## src/hdl/charger_pkg.sv

```systemverilog
// constants and carriers shared by the charger gate-drive control
package charger_pkg;

  // ****************************************************************
  // time base
  // ****************************************************************
  localparam int CLK_KHZ = 200000;
  localparam int CLK_PERIOD_NS = 5;
  localparam int SWITCH_KHZ = 300;
  localparam int PERIOD_CYCLES = CLK_KHZ / SWITCH_KHZ;
  localparam int CNT_W = 10;
  // max duty in hundredths of a percent
  localparam int MAX_DUTY_CENTI = 9998;
  localparam int MIN_OFF_RAW = PERIOD_CYCLES * (10000 - MAX_DUTY_CENTI) / 10000;
  localparam int MIN_OFF_CYCLES = (MIN_OFF_RAW < 1) ? 1 : MIN_OFF_RAW;
  localparam int DEAD_NS = 30;
  localparam int DEAD_CYCLES = (DEAD_NS + CLK_PERIOD_NS - 1) / CLK_PERIOD_NS;
  localparam int PULSE_NS = 80;
  localparam int PULSE_CYCLES = PULSE_NS / CLK_PERIOD_NS;
  localparam int DLY_W = 5;
  localparam int STEP_US = 1700;
  localparam int STEP_CYCLES_DEF = STEP_US * (CLK_KHZ / 1000);
  localparam int SS_STEPS = 8;
  localparam int BOOT_LOW_LIMIT = 3;

  // ****************************************************************
  // values after reset
  // ****************************************************************
  localparam logic [2:0] STEP_RESET = 3'h0;
  localparam logic NONSYNC_RESET = 1'b1;

  // ****************************************************************
  // carriers
  // ****************************************************************
  typedef struct packed {
    logic charge_enable;
    logic select_adapter;
    logic error_above_ramp;
    logic bootstrap_low;
    logic current_below_fall;
    logic current_above_rise;
    logic adapter_overvoltage;
    logic supply_above_5v;
    logic adapter_above_0p6v;
  } sense_type;

  typedef struct packed {
    logic high_side_drive;
    logic low_side_drive;
  } gate_type;

  typedef struct packed {
    logic adapter_switch_drive;
    logic battery_switch_drive;
    logic input_current_monitor_enable;
    logic input_overvoltage;
  } path_type;

  typedef enum logic [2:0] {
    S_IDLE = 3'b000,
    S_DEAD_ON = 3'b001,
    S_HIGH = 3'b010,
    S_DEAD_OFF = 3'b011,
    S_LOW_SYNC = 3'b100,
    S_LOW_PULSE = 3'b101,
    S_REST = 3'b110
  } phase_type;

endpackage

```

## src/hdl/buck_charger_gate_drive_control.sv

```systemverilog
// soft start, switching cycle and gate drive for a synchronous buck charger
// Notes on behaviour
// - every enable restarts the soft-start ramp at its lowest step.
// - eight equal current steps, each below the top held about 1.7 ms; the top step holds until charging stops.
// - switching cycles at a fixed 300 kHz from the internal time base.
// - no high side when error is below ramp; full duty still leaves both dead gaps off, 12 of 666 cycles when synchronous.
// - bootstrap low over three cycles: high side off, low side recharges.
// - non-synchronous once undercurrent reported, until rising current is reported; starts non-synchronous after reset.
// - synchronous low side complements high side with 30 ns dead gaps.
// - non-synchronous low side pulses 80 ns after dead time, then rests.
// - non-synchronous with bootstrap low: only the 80 ns pulse, no high side.
// - undercurrent uses falling 13 mV and rising 21 mV comparator hysteresis.
// - input overvoltage stops charging, adapter switch off, battery on.
// - overvoltage does not latch; normal operation resumes once it clears.
// - input current monitor held at ground until supply and detect valid.
`timescale 1ns/1ps
`default_nettype none
module buck_charger_gate_drive_control #(
  parameter int STEP_CYCLES = charger_pkg::STEP_CYCLES_DEF,
  parameter int STEP_W = 19
) (
  input wire logic core_clk,
  input wire logic srst,
  input wire charger_pkg::sense_type sense_pins,
  output var charger_pkg::gate_type gate_drive,
  output var charger_pkg::path_type path_drive,
  output var logic [2:0] current_step,
  output var logic nonsync_mode
);
  import charger_pkg::*;

  // ****************************************************************
  // input synchronisers
  // ****************************************************************
  sense_type meta_q;
  sense_type sense_q;
  always_ff @(posedge core_clk) begin
    if (srst) begin
      meta_q <= '0;
      sense_q <= '0;
    end else begin
      meta_q <= sense_pins;
      sense_q <= meta_q;
    end
  end

  logic run;
  // overvoltage only gates, never latches
  assign run = sense_q.charge_enable && !sense_q.adapter_overvoltage;

  // ****************************************************************
  // soft start
  // ****************************************************************
  logic [2:0] step_q, step_d;
  logic [STEP_W-1:0] timer_q, timer_d;
  logic run_q, run_d;
  always_comb begin
    step_d = step_q;
    timer_d = timer_q;
    run_d = run;
    if (!run) begin
      step_d = STEP_RESET;
      timer_d = '0;
    end else if (!run_q) begin
      step_d = STEP_RESET;
      timer_d = '0;
    end else if (timer_q == STEP_W'(STEP_CYCLES - 1)) begin
      timer_d = '0;
      if (step_q != 3'(SS_STEPS - 1)) begin
        step_d = step_q + 3'h1;
      end
    end else begin
      timer_d = timer_q + STEP_W'(1);
    end
  end
  always_ff @(posedge core_clk) begin
    if (srst) begin
      step_q <= STEP_RESET;
      timer_q <= '0;
      run_q <= 1'b0;
    end else begin
      step_q <= step_d;
      timer_q <= timer_d;
      run_q <= run_d;
    end
  end

  // ****************************************************************
  // conduction mode with hysteresis
  // ****************************************************************
  logic nonsync_q, nonsync_d;
  always_comb begin
    nonsync_d = nonsync_q;
    if (sense_q.current_below_fall) begin
      nonsync_d = 1'b1;
    end else if (sense_q.current_above_rise) begin
      nonsync_d = 1'b0;
    end
  end
  always_ff @(posedge core_clk) begin
    if (srst) begin
      nonsync_q <= NONSYNC_RESET;
    end else begin
      nonsync_q <= nonsync_d;
    end
  end

  // ****************************************************************
  // switching period
  // ****************************************************************
  logic [CNT_W-1:0] cnt_q, cnt_d;
  logic cycle_start;
  always_comb begin
    if (!run || cnt_q == CNT_W'(PERIOD_CYCLES - 1)) begin
      cnt_d = '0;
    end else begin
      cnt_d = cnt_q + CNT_W'(1);
    end
  end
  assign cycle_start = run && (cnt_q == '0);
  always_ff @(posedge core_clk) begin
    if (srst) begin
      cnt_q <= '0;
    end else begin
      cnt_q <= cnt_d;
    end
  end

  // ****************************************************************
  // gate drive sequencer
  // ****************************************************************
  phase_type state_q, state_d;
  logic [DLY_W-1:0] dly_q, dly_d;
  logic [1:0] boot_cnt_q, boot_cnt_d;
  logic pend_q, pend_d;
  logic mode_q, mode_d;
  logic hs_q, hs_d, ls_q, ls_d;
  logic begin_cycle;
  logic refresh_now;
  logic hs_want;
  // a cycle start that lands inside a dead gap or pulse waits in pend_q
  always_comb begin
    state_d = state_q;
    dly_d = dly_q;
    boot_cnt_d = boot_cnt_q;
    mode_d = mode_q;
    pend_d = pend_q || cycle_start;
    begin_cycle = 1'b0;
    refresh_now = sense_q.bootstrap_low &&
      (nonsync_q || boot_cnt_q == 2'(BOOT_LOW_LIMIT));
    hs_want = !refresh_now && sense_q.error_above_ramp;
    unique case (state_q)
      S_IDLE, S_LOW_SYNC, S_REST: begin
        begin_cycle = pend_d;
      end
      S_DEAD_ON: begin
        if (dly_q == DLY_W'(DEAD_CYCLES - 1)) begin
          state_d = S_HIGH;
          dly_d = '0;
        end else begin
          dly_d = dly_q + DLY_W'(1);
        end
      end
      S_HIGH: begin
        if (!sense_q.error_above_ramp ||
            cnt_q >= CNT_W'(PERIOD_CYCLES - MIN_OFF_CYCLES)) begin
          state_d = S_DEAD_OFF;
          dly_d = '0;
        end
      end
      S_DEAD_OFF: begin
        if (dly_q == DLY_W'(DEAD_CYCLES - 1)) begin
          dly_d = '0;
          // the recharge pulse goes first; a held start waits for rest
          if (mode_q) begin
            state_d = S_LOW_PULSE;
          end else if (pend_d) begin
            begin_cycle = 1'b1;
          end else begin
            state_d = S_LOW_SYNC;
          end
        end else begin
          dly_d = dly_q + DLY_W'(1);
        end
      end
      S_LOW_PULSE: begin
        if (dly_q == DLY_W'(PULSE_CYCLES - 1)) begin
          state_d = S_REST;
          dly_d = '0;
        end else begin
          dly_d = dly_q + DLY_W'(1);
        end
      end
      default: begin
        state_d = S_IDLE;
      end
    endcase
    if (begin_cycle) begin
      pend_d = 1'b0;
      mode_d = nonsync_q;
      dly_d = '0;
      if (refresh_now) begin
        boot_cnt_d = 2'h0;
      end else if (sense_q.bootstrap_low) begin
        boot_cnt_d = boot_cnt_q + 2'h1;
      end else begin
        boot_cnt_d = 2'h0;
      end
      if (hs_want) begin
        state_d = S_DEAD_ON;
      end else if (state_q == S_LOW_SYNC && !nonsync_q) begin
        state_d = S_LOW_SYNC;
      end else begin
        state_d = S_DEAD_OFF;
      end
    end
    if (!run) begin
      state_d = S_IDLE;
      dly_d = '0;
      pend_d = 1'b0;
      boot_cnt_d = 2'h0;
    end
    hs_d = (state_d == S_HIGH);
    ls_d = (state_d == S_LOW_SYNC) || (state_d == S_LOW_PULSE);
  end
  always_ff @(posedge core_clk) begin
    if (srst) begin
      state_q <= S_IDLE;
      dly_q <= '0;
      boot_cnt_q <= 2'h0;
      pend_q <= 1'b0;
      mode_q <= NONSYNC_RESET;
      hs_q <= 1'b0;
      ls_q <= 1'b0;
    end else begin
      state_q <= state_d;
      dly_q <= dly_d;
      boot_cnt_q <= boot_cnt_d;
      pend_q <= pend_d;
      mode_q <= mode_d;
      hs_q <= hs_d;
      ls_q <= ls_d;
    end
  end

  // ****************************************************************
  // power path and monitor
  // ****************************************************************
  path_type path_q, path_d;
  always_comb begin
    path_d.input_overvoltage = sense_q.adapter_overvoltage;
    path_d.adapter_switch_drive = sense_q.select_adapter &&
      !sense_q.adapter_overvoltage;
    path_d.battery_switch_drive = !sense_q.select_adapter ||
      sense_q.adapter_overvoltage;
    path_d.input_current_monitor_enable = sense_q.supply_above_5v &&
      sense_q.adapter_above_0p6v;
  end
  always_ff @(posedge core_clk) begin
    if (srst) begin
      path_q <= '0;
    end else begin
      path_q <= path_d;
    end
  end

  assign gate_drive = '{high_side_drive: hs_q, low_side_drive: ls_q};
  assign path_drive = path_q;
  assign current_step = step_q;
  assign nonsync_mode = mode_q;

  // ****************************************************************
  // assertions
  // ****************************************************************
  logic [CNT_W-1:0] hs_len_q;
  always_ff @(posedge core_clk) begin
    if (srst || !hs_q) begin
      hs_len_q <= '0;
    end else begin
      hs_len_q <= hs_len_q + CNT_W'(1);
    end
  end

  // length of the current low-side run, wraps harmlessly in sync mode
  logic [DLY_W-1:0] ls_len_q;
  always_ff @(posedge core_clk) begin
    if (srst || !ls_q) begin
      ls_len_q <= '0;
    end else begin
      ls_len_q <= ls_len_q + DLY_W'(1);
    end
  end

  // cycles since the last cycle start, kept apart from the period counter
  logic [CNT_W-1:0] since_start_q;
  always_ff @(posedge core_clk) begin
    if (srst || !run || cycle_start) begin
      since_start_q <= '0;
    end else begin
      since_start_q <= since_start_q + CNT_W'(1);
    end
  end
endmodule
`default_nettype wire

```

## config.mk

```make
export PLATFORM = sky130hd
export DESIGN_NAME = buck_charger_gate_drive_control
export DESIGN_NICKNAME = d
export VERILOG_FILES = /design/src/hdl/charger_pkg.sv /design/src/hdl/buck_charger_gate_drive_control.sv
export SDC_FILE = /design/constraint.sdc
export NUM_CORES = 1
export LEC_CHECK = 0
export BUFFER_PORTS_ARGS = -buffer_cell sky130_fd_sc_hd__buf_2
export CAP_MARGIN = 20
export CORE_MARGIN = 2
export CORE_UTILIZATION = 45
export DETAILED_ROUTE_END_ITERATION = 16
export SYNTH_ARGS = -nofsm -noshare
export SYNTH_HDL_FRONTEND = slang
export SYNTH_SLANG_ARGS = --single-unit
export TNS_END_PERCENT = 50
```

## constraint.sdc

```tcl
create_clock -name core_clk -period 6.01 [get_ports core_clk]
set_clock_uncertainty 0.15 [all_clocks]
set_input_delay 0.3005 -clock core_clk [delete_from_list [all_inputs] [get_ports core_clk]]
set_output_delay 0.3005 -clock core_clk [all_outputs]
set_load 0.01 [all_outputs]
```

==> impl_metrics.json <==
{
  "async_flop_share": 0,
  "crit_chain": "ha_1 -> nor4bb_1 -> clkbuf_2 -> and3_1 -> o21ai_2 -> a22oi_1 -> and4b_1",
  "rows": 29,
  "wirelength_mm": 4.881,
  "peakVddDrop_mv": 0.2173,
  "ant_nets": 0,
  "clk_pin_slew_ns": 0.07,
  "period_share": 0.3883,
  "critPathLaunchType": "flop",
  "htreeDepth": 3,
  "ys_ff_latch": 70,
  "power_density_mw_per_mm2": 264.0,
  "clkSinkCount": 70,
  "floorplan.initialDensity": 0.4612,
  "drt_iter0_drc": 57,
  "hold_violations": 0,
  "ctsRootBufferMaster": "clkbuf_8",
  "via_per_inst": 4.871,
  "gr-total-overflow": 0,
  "ctsHoldBuffers": 3,
  "vias": 2085,
  "maxSlewHeadroom": 0.6983,
  "gp_congestion": 0.8698,
  "synth_xor_area_frac": 0.07220,
  "critPathArrivalTime_ns": 2.42,
  "power_frac_clock": 0.430,
  "slew_viol_final": 0,
  "grt_pass1_vias": 2041,
  "io_buffer_count": 20,
  "tightest_slew_ns": 0.4519,
  "grt_use_total": 0.1499,
  "wl_per_cell_um": 11.40,
  "antenna_cells": 0,
  "clkLatencyLatePin_ns": 0.34,
  "synth-edff-count": 0,
  "p_int_mw": 0.6832,
  "worstSetupEndpointType": "flop",
  "synth_top_family_by_area": "simple AND/OR/NAND/NOR gates",
  "seq_power_share": 0.545,
  "p_sw_mw": 0.1864,
  "ys_seq_area_frac": 0.4813,
  "grt_max_degree": 26,
  "place_hpwl_mm": 3.308,
  "cap_viol_max_count": 0,
  "status": "completed",
  "path_max_fanout": 8,
  "post_cts_buffers": 0,
  "antenna_found_initial": 0,
  "finish.utilization": 0.5218,
  "power_mw": 0.8697,
  "grt_pass1_wl_mm": 8.569,
  "io_pins": 21,
  "synth_fa_ha_area_frac": 0.05157,
  "path_class": "reg -> reg",
  "syn2layout_area_growth_pct": 13.15,
  "rsz0062_at_grt": "no",
  "netlist_area_mm2": 0.002912,
  "synthMuxAreaShare": 0.01074,
  "fmax_mhz": 428.5,
  "power_frac_comb": 0.025,
  "period_needed_ns": 2.334,
  "die_w_um": 84.44,
  "dieHeight_um": 84.44,
  "sw_frac_of_total": 0.2144,
  "yosysWarningCount": 0,
  "cts_tree": "built",
  "num-nets-final": 369,
  "cp.required_ns": 6.09,
  "setup_violations": 0,
  "drive_gt1_frac": 0.1254,
  "slowest_stage": "nor4bb_1",
  "cpPeakStageDelay_ns": 0.42,
  "post_cts_resized": 0,
  "p_leak_nw": 1.279,
  "postSynthCellCount": 319,
  "dieArea_mm2": 0.007129,
  "synthFlopType": "dfxtp_1",
  "firstDrtPassIters": 5,
  "clockBufferDepth": 2,
  "hp-class": "in -> reg",
  "core-area_mm2": 0.006314,
  "drc": 0,
  "syn_nets": 342,
  "yosysUniqueCellTypes": 50,
  "synth_compound_area_frac": 0.07907,
  "syn_avg_cell_area_um2": 9.127,
  "cts_buffers": 9,
  "synth-simple-area-share": 0.2694,
  "fin_setup_tns_ns": 0
}
## sequential cells by signal (all words and copies together), names as in the netlist
signal,flops
run_q,1
dly_q,5
current_step,3
nonsync_mode,1
path_drive,4
path_d,1
boot_cnt_q,2
sense_q,8
cnt_q,10
ls_q,1
state_q,3
hs_q,1
pend_q,1
nonsync_q,1
timer_q,19
meta_q,9
## cell families (layout without fill, tap and decap cells)
logic type	Yosys count	in the layout
buf+inv	23	55
fa+ha+maj	12	12
flops	70	70
xor+xnor	24	24
simple gates	151	151
mux	3	3
compound gates	36	36
## placed cells by master, fill, tap and decap left out, types with 2 or more instances in the layout
cell,count
xnor2_1,7
nand2_1,23
nor4_2,2
dlygate4sd3_1,3
nor2b_1,22
a21oi_1,12
ha_1,12
nor3_1,3
xor2_1,17
inv_1,14
nor2_1,50
or3_1,5
dfxtp_1,70
nand2b_1,4
mux2i_1,2
and3_1,10
a22oi_1,2
o21ai_0,8
nand3_1,16
clkinv_2,3
nand4_1,3
clkbuf_8,10
o22ai_1,3
buf_2,20
## worst max-delay path, delay by kind of cell (launching register included)
kind | cells | cell delay [ns]
flops | 1 | 0.40
fa+ha+maj | 1 | 0.16
buf+inv | 1 | 0.25
simple gates | 3 | 0.84
compound gates | 2 | 0.41
## area by class of cell
class,instances,area [µm²]
Fill cell,602,3019
Multi-Input combinational cell,226,1406
Sequential cell,70,1401
Clock buffer,10,137.6
Timing Repair Buffer,24,135.1
Tap cell,77,96.34
Clock inverter,6,61.31
Inverter,15,56.30
## routing by layer
metal,GRT usage,share of wire
met5,0,0
met4,0.07071,0.023
met3,0.05605,0.034
met2,0.2547,0.46
met1,0.1662,0.49
## Yosys cell counts (3+ instances only)
| cell | n | area share |
|---|---|---|
| inv_1 | 14 | 0.018 |
| nor2_1 | 50 | 0.064 |
| o22ai_1 | 3 | 0.0064 |
| ha_1 | 12 | 0.052 |
| nand2_1 | 23 | 0.030 |
| xor2_1 | 17 | 0.051 |
| nor3_1 | 3 | 0.0052 |
| or3_1 | 5 | 0.011 |
| o21ai_0 | 8 | 0.014 |
| nand2b_1 | 4 | 0.0086 |
| xnor2_1 | 7 | 0.021 |
| a21oi_1 | 12 | 0.021 |
| nand4_1 | 3 | 0.0064 |
| dfxtp_1 | 70 | 0.48 |
| clkbuf_1 | 3 | 0.0039 |
| and3_1 | 10 | 0.021 |
| nor2b_1 | 22 | 0.047 |
| nand3_1 | 16 | 0.028 |
## final timing paths
check | depth (start not counted) | to | slack (ns) | start
max | 7 | hs_q | 3.68 | dly_q[0]
min | 2 | meta_q[2] | 0.01 | sense_pins[2]
max reg2reg | 7 | hs_q | 3.68 | dly_q[0]
min reg2reg | 1 | nonsync_q | 0.25 | sense_q[3]
## stage by stage
stage	hold WS [ns]	instance area, µm²	std cells	worst slack, ns
floorplan	0.2221	2912	319	3.983
global placement	0.2443	3060	408	3.385
detailed placement	0.2457	3060	408	3.318
CTS	0.0002728	3289	427	3.297
global route	0.007314	3294	428	3.472
finish	0.01399	3294	428	3.676
## power by group through the flow
stage	registers, mW	clock network, mW	logic, mW
floorplan	0.485	0	0.0130
global placement	0.485	0	0.0201
detailed placement	0.485	0	0.0205
CTS	0.474	0.392	0.0220
global route	0.475	0.408	0.0246
finish	0.474	0.374	0.0216
Note: power is estimated with default switching activity, not from simulation.
